--- config.mk ---
export PLATFORM = sky130hd
export DESIGN_NAME = coproc_branch_subtract_low_immediate_exec
export DESIGN_NICKNAME = d
export VERILOG_FILES = /design/src/coproc_branch_subtract_low_immediate_pkg.sv /design/src/coproc_branch_subtract_low_immediate_exec.sv /design/src/subtract_low_immediate_alu.sv
export VERILOG_INCLUDE_DIRS = /design/src
export SDC_FILE = /design/constraint.sdc
export NUM_CORES = 1
export LEC_CHECK = 0
export BUFFER_PORTS_ARGS = -buffer_cell sky130_fd_sc_hd__buf_2
export CAP_MARGIN = 10
export CELL_PAD_IN_SITES_DETAIL_PLACEMENT = 1
export CELL_PAD_IN_SITES_GLOBAL_PLACEMENT = 2
export CORE_ASPECT_RATIO = 1.1
export CORE_MARGIN = 4
export CORE_UTILIZATION = 38
export CTS_CLUSTER_SIZE = 24
export DETAILED_ROUTE_END_ITERATION = 12
export PLACE_DENSITY_LB_ADDON = 0.1
export RECOVER_POWER = 50
export SETUP_SLACK_MARGIN = 0.5
export SYNTH_ARGS = -nofsm -noshare
export SYNTH_HDL_FRONTEND = slang
export SYNTH_SLANG_ARGS = --single-unit
--- constraint.sdc ---
create_clock -name i_clk_sys -period 8.2 [get_ports i_clk_sys]
set_clock_uncertainty 0.2 [all_clocks]
set_input_delay 0.82 -clock i_clk_sys [delete_from_list [all_inputs] [get_ports i_clk_sys]]
set_output_delay 0.82 -clock i_clk_sys [all_outputs]
set_load 0.01 [all_outputs]
--- src/coproc_branch_subtract_low_immediate_regs.svh ---
// Constants of the coprocessor branch and immediate-subtract execute unit
`ifndef COPROC_BRANCH_SUBTRACT_LOW_IMMEDIATE_REGS_SVH
`define COPROC_BRANCH_SUBTRACT_LOW_IMMEDIATE_REGS_SVH

`define REG_COUNT         8
`define REG_IDX_W         3
`define DATA_W            16

`define OPC_BRANCH_SG     7'h1C
`define OPC_BRANCH_MSB    15
`define OPC_BRANCH_LSB    9
`define OPC_SUBTRACT_LOW_IMMEDIATE          5'h18
`define OPC_SUBTRACT_LOW_IMMEDIATE_MSB      15
`define OPC_SUBTRACT_LOW_IMMEDIATE_LSB      11

`define BR_OFS_MSB        8
`define BR_OFS_LSB        0
`define RD_MSB            10
`define RD_LSB            8
`define IMM_MSB           7
`define IMM_LSB           0
`define SIGN_BIT          15

`define PC_STEP           16'h0002
`define PC_RESET          16'h0000
`define FLAGS_RESET       4'h0
`define REG_RESET         16'h0000
`define ZERO_WORD         16'h0000
`define IMM_HI_FILL       8'h00

`endif

--- src/coproc_branch_subtract_low_immediate_pkg.sv ---
// Types shared by the coprocessor branch and immediate-subtract execute unit
package coproc_branch_subtract_low_immediate_pkg;
`include "coproc_branch_subtract_low_immediate_regs.svh"

  typedef struct packed {
    logic n;
    logic z;
    logic v;
    logic c;
  } condition_flags_t;

  typedef struct packed {
    logic        valid;
    logic [15:0] word;
  } instr_t;

  typedef struct packed {
    logic                  valid;
    logic [`REG_IDX_W-1:0] idx;
    logic [`DATA_W-1:0]    data;
  } reg_write_t;

  typedef struct packed {
    logic             valid;
    condition_flags_t flags;
  } flag_load_t;

  typedef struct packed {
    logic               valid;
    logic [`DATA_W-1:0] pc;
  } pc_load_t;

  typedef enum logic {
    ST_EXEC,
    ST_REFILL
  } exec_state_t;

  typedef struct packed {
    exec_state_t                          st;
    logic [`DATA_W-1:0]                   pc;
    condition_flags_t                     flags;
    logic [`REG_COUNT-1:0][`DATA_W-1:0]   regs;
    reg_write_t                           wb;
    logic                                 ready;
    logic                                 taken;
    logic                                 unknown;
    logic [`DATA_W-1:0]                   view;
  } core_state_t;

endpackage : coproc_branch_subtract_low_immediate_pkg

--- src/coproc_branch_subtract_low_immediate_exec.sv ---
// Execute unit for the signed greater-than branch and immediate-byte subtract
`include "coproc_branch_subtract_low_immediate_regs.svh"
//
// Contract
// - Branch taken when Z clear, N equals V
// - Taken target is PC plus 2 plus offset*2
// - Subtract zero-extended byte from destination, write back
// - N follows result bit 15
// - Z set when result is zero
// - V set when old sign 1, new 0
// - C set when old sign 0, new 1
// - Subtract opcode 11000, one fetch cycle
module coproc_branch_subtract_low_immediate_exec #(
  parameter logic [15:0] RESET_PC = `PC_RESET
) (
  input  wire logic                                     i_clk_sys,
  input  wire logic                                     i_rst,
  input  wire coproc_branch_subtract_low_immediate_pkg::instr_t           i_instr,
  input  wire coproc_branch_subtract_low_immediate_pkg::reg_write_t       i_reg_load,
  input  wire coproc_branch_subtract_low_immediate_pkg::flag_load_t       i_flag_load,
  input  wire coproc_branch_subtract_low_immediate_pkg::pc_load_t         i_pc_load,
  input  wire logic [2:0]                               i_view_sel,
  output coproc_branch_subtract_low_immediate_pkg::condition_flags_t      o_flags,
  output coproc_branch_subtract_low_immediate_pkg::reg_write_t            o_writeback,
  output logic      [15:0]                              o_pc,
  output logic                                          o_ready,
  output logic                                          o_branch_taken,
  output logic                                          o_unknown_op,
  output logic      [15:0]                              o_view
);
  import coproc_branch_subtract_low_immediate_pkg::*;

  core_state_t       cur;
  core_state_t       next_cur;
  condition_flags_t  alu_flags;
  logic [15:0]       alu_result;
  logic [2:0]        dest_idx;
  logic              accept;

  // Upper seven bits only, bit 8 is already the offset sign
  function automatic logic is_branch_signed_greater(input logic [15:0] w);
    is_branch_signed_greater =
      (w[`OPC_BRANCH_MSB:`OPC_BRANCH_LSB] == `OPC_BRANCH_SG);
  endfunction : is_branch_signed_greater

  function automatic logic [15:0] seq_pc(input logic [15:0] pc);
    seq_pc = pc + `PC_STEP;
  endfunction : seq_pc

  function automatic logic is_subtract_low_immediate(input logic [15:0] w);
    is_subtract_low_immediate = (w[`OPC_SUBTRACT_LOW_IMMEDIATE_MSB:`OPC_SUBTRACT_LOW_IMMEDIATE_LSB] == `OPC_SUBTRACT_LOW_IMMEDIATE);
  endfunction : is_subtract_low_immediate

  function automatic logic greater_holds(input condition_flags_t f);
    greater_holds = ~(f.z | (f.n ^ f.v));
  endfunction : greater_holds

  function automatic logic [15:0] branch_target(input logic [15:0] pc,
                                                input logic [15:0] w);
    logic [8:0]  branch_offset_field;
    logic [15:0] byte_offset;
    branch_offset_field = w[`BR_OFS_MSB:`BR_OFS_LSB];
    byte_offset   = {{6{branch_offset_field[8]}}, branch_offset_field, 1'b0};
    branch_target = seq_pc(pc) + byte_offset;
  endfunction : branch_target

  function automatic core_state_t reset_state();
    core_state_t s;
    s         = '0;
    s.st      = ST_EXEC;
    s.pc      = RESET_PC;
    s.flags   = `FLAGS_RESET;
    s.ready   = 1'b1;
    for (int i = 0; i < `REG_COUNT; i++) begin
      s.regs[i] = `REG_RESET;
    end
    reset_state = s;
  endfunction : reset_state

  assign dest_idx = i_instr.word[`RD_MSB:`RD_LSB];
  assign accept   = cur.ready & i_instr.valid;

  subtract_low_immediate_alu i_subtract_low_immediate_alu (
    .i_rd_old         (cur.regs[dest_idx]),
    .i_immediate_byte (i_instr.word[`IMM_MSB:`IMM_LSB]),
    .o_flags          (alu_flags),
    .o_result         (alu_result)
  );

  always_comb begin
    next_cur          = cur;
    next_cur.wb.valid = 1'b0;
    next_cur.taken    = 1'b0;
    next_cur.unknown  = 1'b0;
    next_cur.view     = cur.regs[i_view_sel];
    case (cur.st)
      ST_EXEC: begin
        if (accept) begin
          if (is_branch_signed_greater(i_instr.word)) begin
            // Flags stay untouched on either outcome
            if (greater_holds(cur.flags)) begin
              next_cur.pc    = branch_target(cur.pc, i_instr.word);
              next_cur.st    = ST_REFILL;
              next_cur.ready = 1'b0;
              next_cur.taken = 1'b1;
            end else begin
              next_cur.pc = seq_pc(cur.pc);
            end
          end else if (is_subtract_low_immediate(i_instr.word)) begin
            next_cur.regs[dest_idx] = alu_result;
            next_cur.flags          = alu_flags;
            next_cur.wb.valid       = 1'b1;
            next_cur.wb.idx         = dest_idx;
            next_cur.wb.data        = alu_result;
            next_cur.pc             = seq_pc(cur.pc);
          end else begin
            next_cur.unknown = 1'b1;
            next_cur.pc      = seq_pc(cur.pc);
          end
        end else begin
          // Side loads only in idle cycles, so execution never races them
          if (i_reg_load.valid) begin
            next_cur.regs[i_reg_load.idx] = i_reg_load.data;
          end
          if (i_flag_load.valid) begin
            next_cur.flags = i_flag_load.flags;
          end
          if (i_pc_load.valid) begin
            next_cur.pc = i_pc_load.pc;
          end
        end
      end
      ST_REFILL: begin
        // Second program-fetch cycle of a taken branch
        next_cur.st    = ST_EXEC;
        next_cur.ready = 1'b1;
      end
      default: begin
        next_cur = reset_state();
      end
    endcase
  end

  always_ff @(posedge i_clk_sys or posedge i_rst) begin
    if (i_rst) begin
      cur <= reset_state();
    end else begin
      cur <= next_cur;
    end
  end

  assign o_flags        = cur.flags;
  assign o_writeback    = cur.wb;
  assign o_pc           = cur.pc;
  assign o_ready        = cur.ready;
  assign o_branch_taken = cur.taken;
  assign o_unknown_op   = cur.unknown;
  assign o_view         = cur.view;

endmodule : coproc_branch_subtract_low_immediate_exec

--- src/subtract_low_immediate_alu.sv ---
// Difference and flags of the immediate-byte subtraction
`include "coproc_branch_subtract_low_immediate_regs.svh"
module subtract_low_immediate_alu (
  input  wire logic [15:0]                             i_rd_old,
  input  wire logic [7:0]                              i_immediate_byte,
  output coproc_branch_subtract_low_immediate_pkg::condition_flags_t     o_flags,
  output logic      [15:0]                             o_result
);
  import coproc_branch_subtract_low_immediate_pkg::*;

  logic [15:0] diff;

  always_comb begin
    diff           = i_rd_old - {`IMM_HI_FILL, i_immediate_byte};
    o_result       = diff;
    o_flags.n      = diff[`SIGN_BIT];
    o_flags.z      = (diff == `ZERO_WORD);
    o_flags.v      = i_rd_old[`SIGN_BIT] & ~diff[`SIGN_BIT];
    o_flags.c      = ~i_rd_old[`SIGN_BIT] & diff[`SIGN_BIT];
  end

endmodule : subtract_low_immediate_alu

## Word-level counts from Yosys, hierarchy flattened

Index checks and enable logic that the tools add are counted.

| word-level totals | value |
|---|---|
| bits in registers | 188 |
| input port bits | 64 |
| output and inout bits | 59 |
| logic and storage cells | 86 |

| cells by class | value |
|---|---|
| add/sub/neg operators | 3 |
| magnitude comparators | 5 |
| equality and inequality tests | 7 |
| multiplexer cells | 30 |
| bitwise logic cells | 9 |
| reduce and logical (&&, ||, !) cells | 11 |

Operators by type and width:

| kind | count |
|---|---|
| $mux W152 | 2 |
| $bwmux W128 | 2 |
| $mux W148 | 1 |
| $mux W128 | 1 |
| $mux W16 | 7 |
| $bmux W16 S3 | 2 |
| $demux W16 S3 | 2 |
| $mux W23 | 1 |
| $mux W20 | 1 |
| $add A16 B16 Y16 | 1 |
| $add A16 B2 Y16 const B | 1 |
| $logic_not A16 Y1 | 1 |
| $sub A16 B8 Y16 | 1 |
| $lt A3 B4 Y1 const B | 3 |
| $reduce_and A4 Y1 | 3 |
| $ne A2 B2 Y1 const B | 4 |
| $eq A7 B5 Y1 const B | 1 |
| $ge A3 B1 Y1 const B | 2 |
| $mux W2 | 3 |
| $reduce_bool A2 Y1 | 3 |
| $eq A5 B5 Y1 const B | 1 |
| $mux W1 | 5 |
| $mux W4 | 1 |
| $not A1 Y1 | 4 |
| other kinds (8) | 12 |

## Longest topological paths before layout

| depth | value |
|---|---|
| depth after elaboration | 9 |
| mapped depth | 24 |
| depth with buffers taken out | 19 |

## Hierarchy

From an unflattened synthesis, not the netlist that was laid out.

| unflattened totals | value |
|---|---|
| cells, all modules | 1305 |
| area total of the unflattened synthesis | 12328.1 um^2 |

Modules (own cells, without submodules):

| module | times used | cells each | area each (um^2) | seq. area each (um^2) |
|---|---|---|---|---|
| coproc_branch_subtract_low_immediate_exec | 1 | 1212 | 11662.4 | 4680.7 |
| subtract_low_immediate_alu | 1 | 93 | 665.6 | 0.0 |

## Worst setup path after synthesis

OpenSTA, ideal clock, no wires.

| timing path | value |
|---|---|
| path type | input port to flip-flop |
| from | input port i_instr[10] in the netlist's numbering |
| to | register cur (netlist bit o_flags[2]) |
| library setup time | 0.092 ns |
| arrival time | 6.156 ns |
| required time | 7.908 ns |
| path slack | 1.752 ns |
| cell stages on the path | 23 |
| buffers on the path | 5 |
| cell sequence | buf_6 buf_2 buf_2 buf_1 mux2_2 a221oi_1 a21oi_1 a221o_1 ha_1 nor2b_1 o31a_1 o211a_1 or3_1 clkbuf_1 nor4_1 ha_1 nand2_1 nor4_1 nand2_1 or4_1 or4_1 or4_1 o31ai_2 |

| on the way | value |
|---|---|
| cells in the longest elaborated chain, start to end | 7 |
| elaborated cells on any way between the ends | 10 |
| those cells by class | add/sub: 1; eq/ne: 2; mux: 5; reduce/logical: 2 |

RTL lines:

| what | line | source |
|---|---|---|
| from (decl) | coproc_branch_subtract_low_immediate_exec.sv:18 | `input wire coproc_branch_subtract_low_immediate_pkg::instr_t i_instr,` |
| $bmux W16 S3 | coproc_branch_subtract_low_immediate_exec.sv:84 | `.i_rd_old (cur.regs[dest_idx]),` |
| $mux W16 (implied by the code) | coproc_branch_subtract_low_immediate_exec.sv:84 |  |
| $sub A16 B8 Y16 | subtract_low_immediate_alu.sv:14 | `` diff = i_rd_old - {`IMM_HI_FILL, i_immediate_byte}; `` |
| $logic_not A16 Y1 (no line) | n/a |  |
| $mux W152 | coproc_branch_subtract_low_immediate_exec.sv:109 | `end else if (is_subtract_low_immediate(i_instr.word)) begin` |
| $mux W152 | coproc_branch_subtract_low_immediate_exec.sv:99 | `if (is_branch_signed_greater(i_instr.word)) begin` |
| $mux W148 | coproc_branch_subtract_low_immediate_exec.sv:98 | `if (accept) begin` |
| to (signal assigned) | coproc_branch_subtract_low_immediate_exec.sv:146 | `cur <= reset_state();` |
| to (signal assigned) | coproc_branch_subtract_low_immediate_exec.sv:148 | `cur <= next_cur;` |
| to (decl) | coproc_branch_subtract_low_immediate_exec.sv:33 | `core_state_t cur;` |

Several ways; a longest one is shown, not always the timed one. The select of a mux whose other input is x is not followed.
A chain may end at the register's enable or synchronous reset.

## Final worst setup path

Ends and elaborated chain as after synthesis.

==> impl_metrics.toml <==
[die]
ios = 123
die_width_um = 177
rows = 67
initial_core_util = 0.390
core_area_um2 = 30800
die_area_um2 = 34500
die_h_um = 194

[global_routing]
overflow = 0
antenna_found_initial = 2
track_usage = 0.286
grt_pass1_vias = 11104
grt_max_degree = 122
grt_pass1_wl_um = 73800

[logic_synthesis]
synth_edf_count = 0
synth_cells = 1297
yosysMostFrequentCell = "dfrtp_1"
synth_cell_types = 69
synth_top_area_share = 0.388
ys.flop_type = "dfrtp_1"
synth_common_cells = "186 x dfrtp_1, 184 x nor2_1, 173 x a21oi_1"
yosys_warnings = 0
syn_area_um2 = 12000
syn_area_per_cell_um2 = 9.24
synthTopCellsByArea = "dfrtp_1 39%, a22oi_1 8.1%, a21oi_1 7.2%, mux4_2 7.0%, nor2_1 5.8%"
synth-seq-cells = 187
synthArstFlopShare = 1.00
yosysSeqAreaShare = 0.391
synth_area_leader_cell = "dfrtp_1"
synthesis.nets = 1390

[pwr]
power.density_nw_per_um2 = 259
total_power_uw = 3420
p_leak_uw = 0.00534
irDropWorstVdd_v = 0.000112

[worst_hold_path]
hold_class = "reg -> reg"

[place]
globalplace.congestion = 0.935
place_ws_ns = 1.21
dp_hpwl_um = 33800
dpl.cell_count = 1718
portBuffers = 122

[worst_setup_path]
start_kind = "input pin"
critPathBufInv = 2
cp_top_family = "simple AND/OR/NAND/NOR gates"
end_kind = "register"
critPathMaxStageDelay_ns = 0.74
required_ns = 8.37
crit_chain = "buf_2 > inv_1 > nor2_1 > a22oi_1 > nand4_1 > ha_1 > o21a_1 > o31a_1 > o211a_1 > or3_1 > nor4_1 > ha_1 > nand2_1 > nor4_1 > nand2_1 > or4_1 > or4_1 > or4_1 > o31ai_2"
cp_common_cell = "or4_1"
crit_path_top_delay_cell = "nor2_1"
critPathMaxFanout = 23
crit_type = "in -> reg"
arrival_ns = 6.81

[timing]
maxSlewHeadroom = -2.91
rsz0062_at_grt = "no"
setup_viol = 0
fmax_ghz = 0.151
hold_viol = 0
worstMarginPinSlew_ns = 5.83
worst_slack_ns = 1.56
final.setup.tns_ns = 0
layout_min_cycle_time_ns = 6.64
hold_slack_ns = 0.276
period_share = 0.810
maxSlewViolCount = 299

[routing]
vias_per_cell = 6.25
ant_nets = 0
drt-initial-drc-count = 1050
vias = 10929
wire_per_inst_um = 28.3
drc = 0
first_pass_iters = 5
wirelength_um = 49600

[clock_network]
clk_latency_ns = 0.46
h-tree-depth = 4
cts.reportedPaths.clkPinSlew_ns = 0.07
cts_resized = 0
hold_buffers = 0
cts-root-buf = "clkbuf_16"
cts_buffers = 17
post-cts-setup-buffers = 0
cts_tree = "done"
clockBufferDepth = 2
numClockSinks = 187

[final_layout]
layout-drive-gt1-share = 0.168
diodes = 0
stdcell_count = 1750
syn_to_final_growth_pct = 9.96
fin_nets = 1416

[outcome]
violations = "capacitance limit, slew limit"
outcome = "finished, violations left"

[flow_run]
max_cap_violations = 5
worst register-to-register path, stage by stage (launching register included):
cell and delay, ns:
dfrtp_1 0.43, mux2_2 0.29, a221oi_1 0.26, a21oi_1 0.08
a221o_1 0.31, ha_1 0.27, nor2b_1 0.14, o31a_1 0.29
o211a_1 0.25, or3_1 0.43, nor4_1 0.60, ha_1 0.28
nand2_1 0.06, nor4_1 0.18, nand2_1 0.11, or4_1 0.39
or4_1 0.41, or4_1 0.42, o31ai_2 0.17
path summary, 6_finish.rpt:
| kind | slack [ns] | end | from | depth (start not counted) |
|---|---|---|---|---|
| setup reg to reg | 2.55 | o_flags[2] | cur[120] | 18 |
| hold reg to reg | 0.28 | o_writeback[7] | o_writeback[7] | 2 |
| setup / recovery | 1.56 | o_flags[2] | i_instr[10] | 19 |
| min in group asynchronous | 1.98 | cur[40] | i_rst | 2 |
| hold / removal | 0.28 | o_writeback[7] | o_writeback[7] | 2 |
| max in group asynchronous | 2.16 | cur[46] | i_rst | 3 |
placed cells by master, fill, tap and decap left out, drive strengths merged, types with 4 or more instances in the layout:
cell and n:
nand3 25, a31oi 5, a21o 7, xor2 12
buf 103, a222oi 4, ha 27, a21oi 173
clkbuf 82, nor3 21, and3 10, o21ai 30
and2 17, dfrtp 186, xnor2 25, clkinvlp 4
or4 4, a221oi 7, nand2 74, a22oi 130
nor2 184, nor4 6, mux2 23, inv 32
nor3b 5, a32oi 25, o22a 7, mux2i 19
mux4 38
flip-flops by register name (all words and copies together) (netlist names):
register / cells
o_writeback: 20
o_flags: 4
o_pc: 16
cur: 129
o_unknown_op: 1
o_ready: 1
o_view: 16
report_power, final:
part	switching [uW]	total, uW	internal (uW)
Combinational	731	1210	481
Sequential	214	1360	1150
Clock	418	844	426
Total	1360	3420	2050
metrics by stage:
step | utilization | cell area [um2]
final | 0.428 | 13200
after detailed placement | 0.413 | 12700
after CTS | 0.432 | 13300
after global routing | 0.428 | 13200
after floorplan | - | 12000
after global placement | 0.413 | 12700
cell families (layout without fill, tap and decap cells):
| family | Yosys count | count (layout) | share of synthesized area |
|---|---|---|---|
| AND/OR/NAND/NOR | 363 | 363 | 0.135 |
| adder cells (fa/ha/maj) | 29 | 29 | 0.0315 |
| multiplexers | 80 | 80 | 0.109 |
| buffers and inverters | 185 | 224 | 0.0775 |
| flip-flops | 187 | 187 | 0.391 |
| XOR/XNOR | 37 | 37 | 0.0277 |
| AO/OA/AOI/OAI | 416 | 416 | 0.229 |
area by class of cell:
type	instances	area, um2
clock buffers	18	429
clock inverters	14	133
fillers	3572	17600
inverters	25	95.1
multi-input cells	925	6470
flip-flops and latches	187	4680
well taps	414	518
repair buffers	167	855
per-layer routing:
| metal | GRT usage | vias up | part of all wire |
|---|---|---|---|
| li1 | - | 4757 | - |
| met5 | 0 | - | 0.00022 |
| met2 | 0.483 | 478 | 0.50 |
| met3 | 0.0443 | 99 | 0.065 |
| met4 | 0.0986 | 2 | 0.033 |
| met1 | 0.375 | 5593 | 0.41 |
Note: power is estimated with default switching activity, not from simulation.
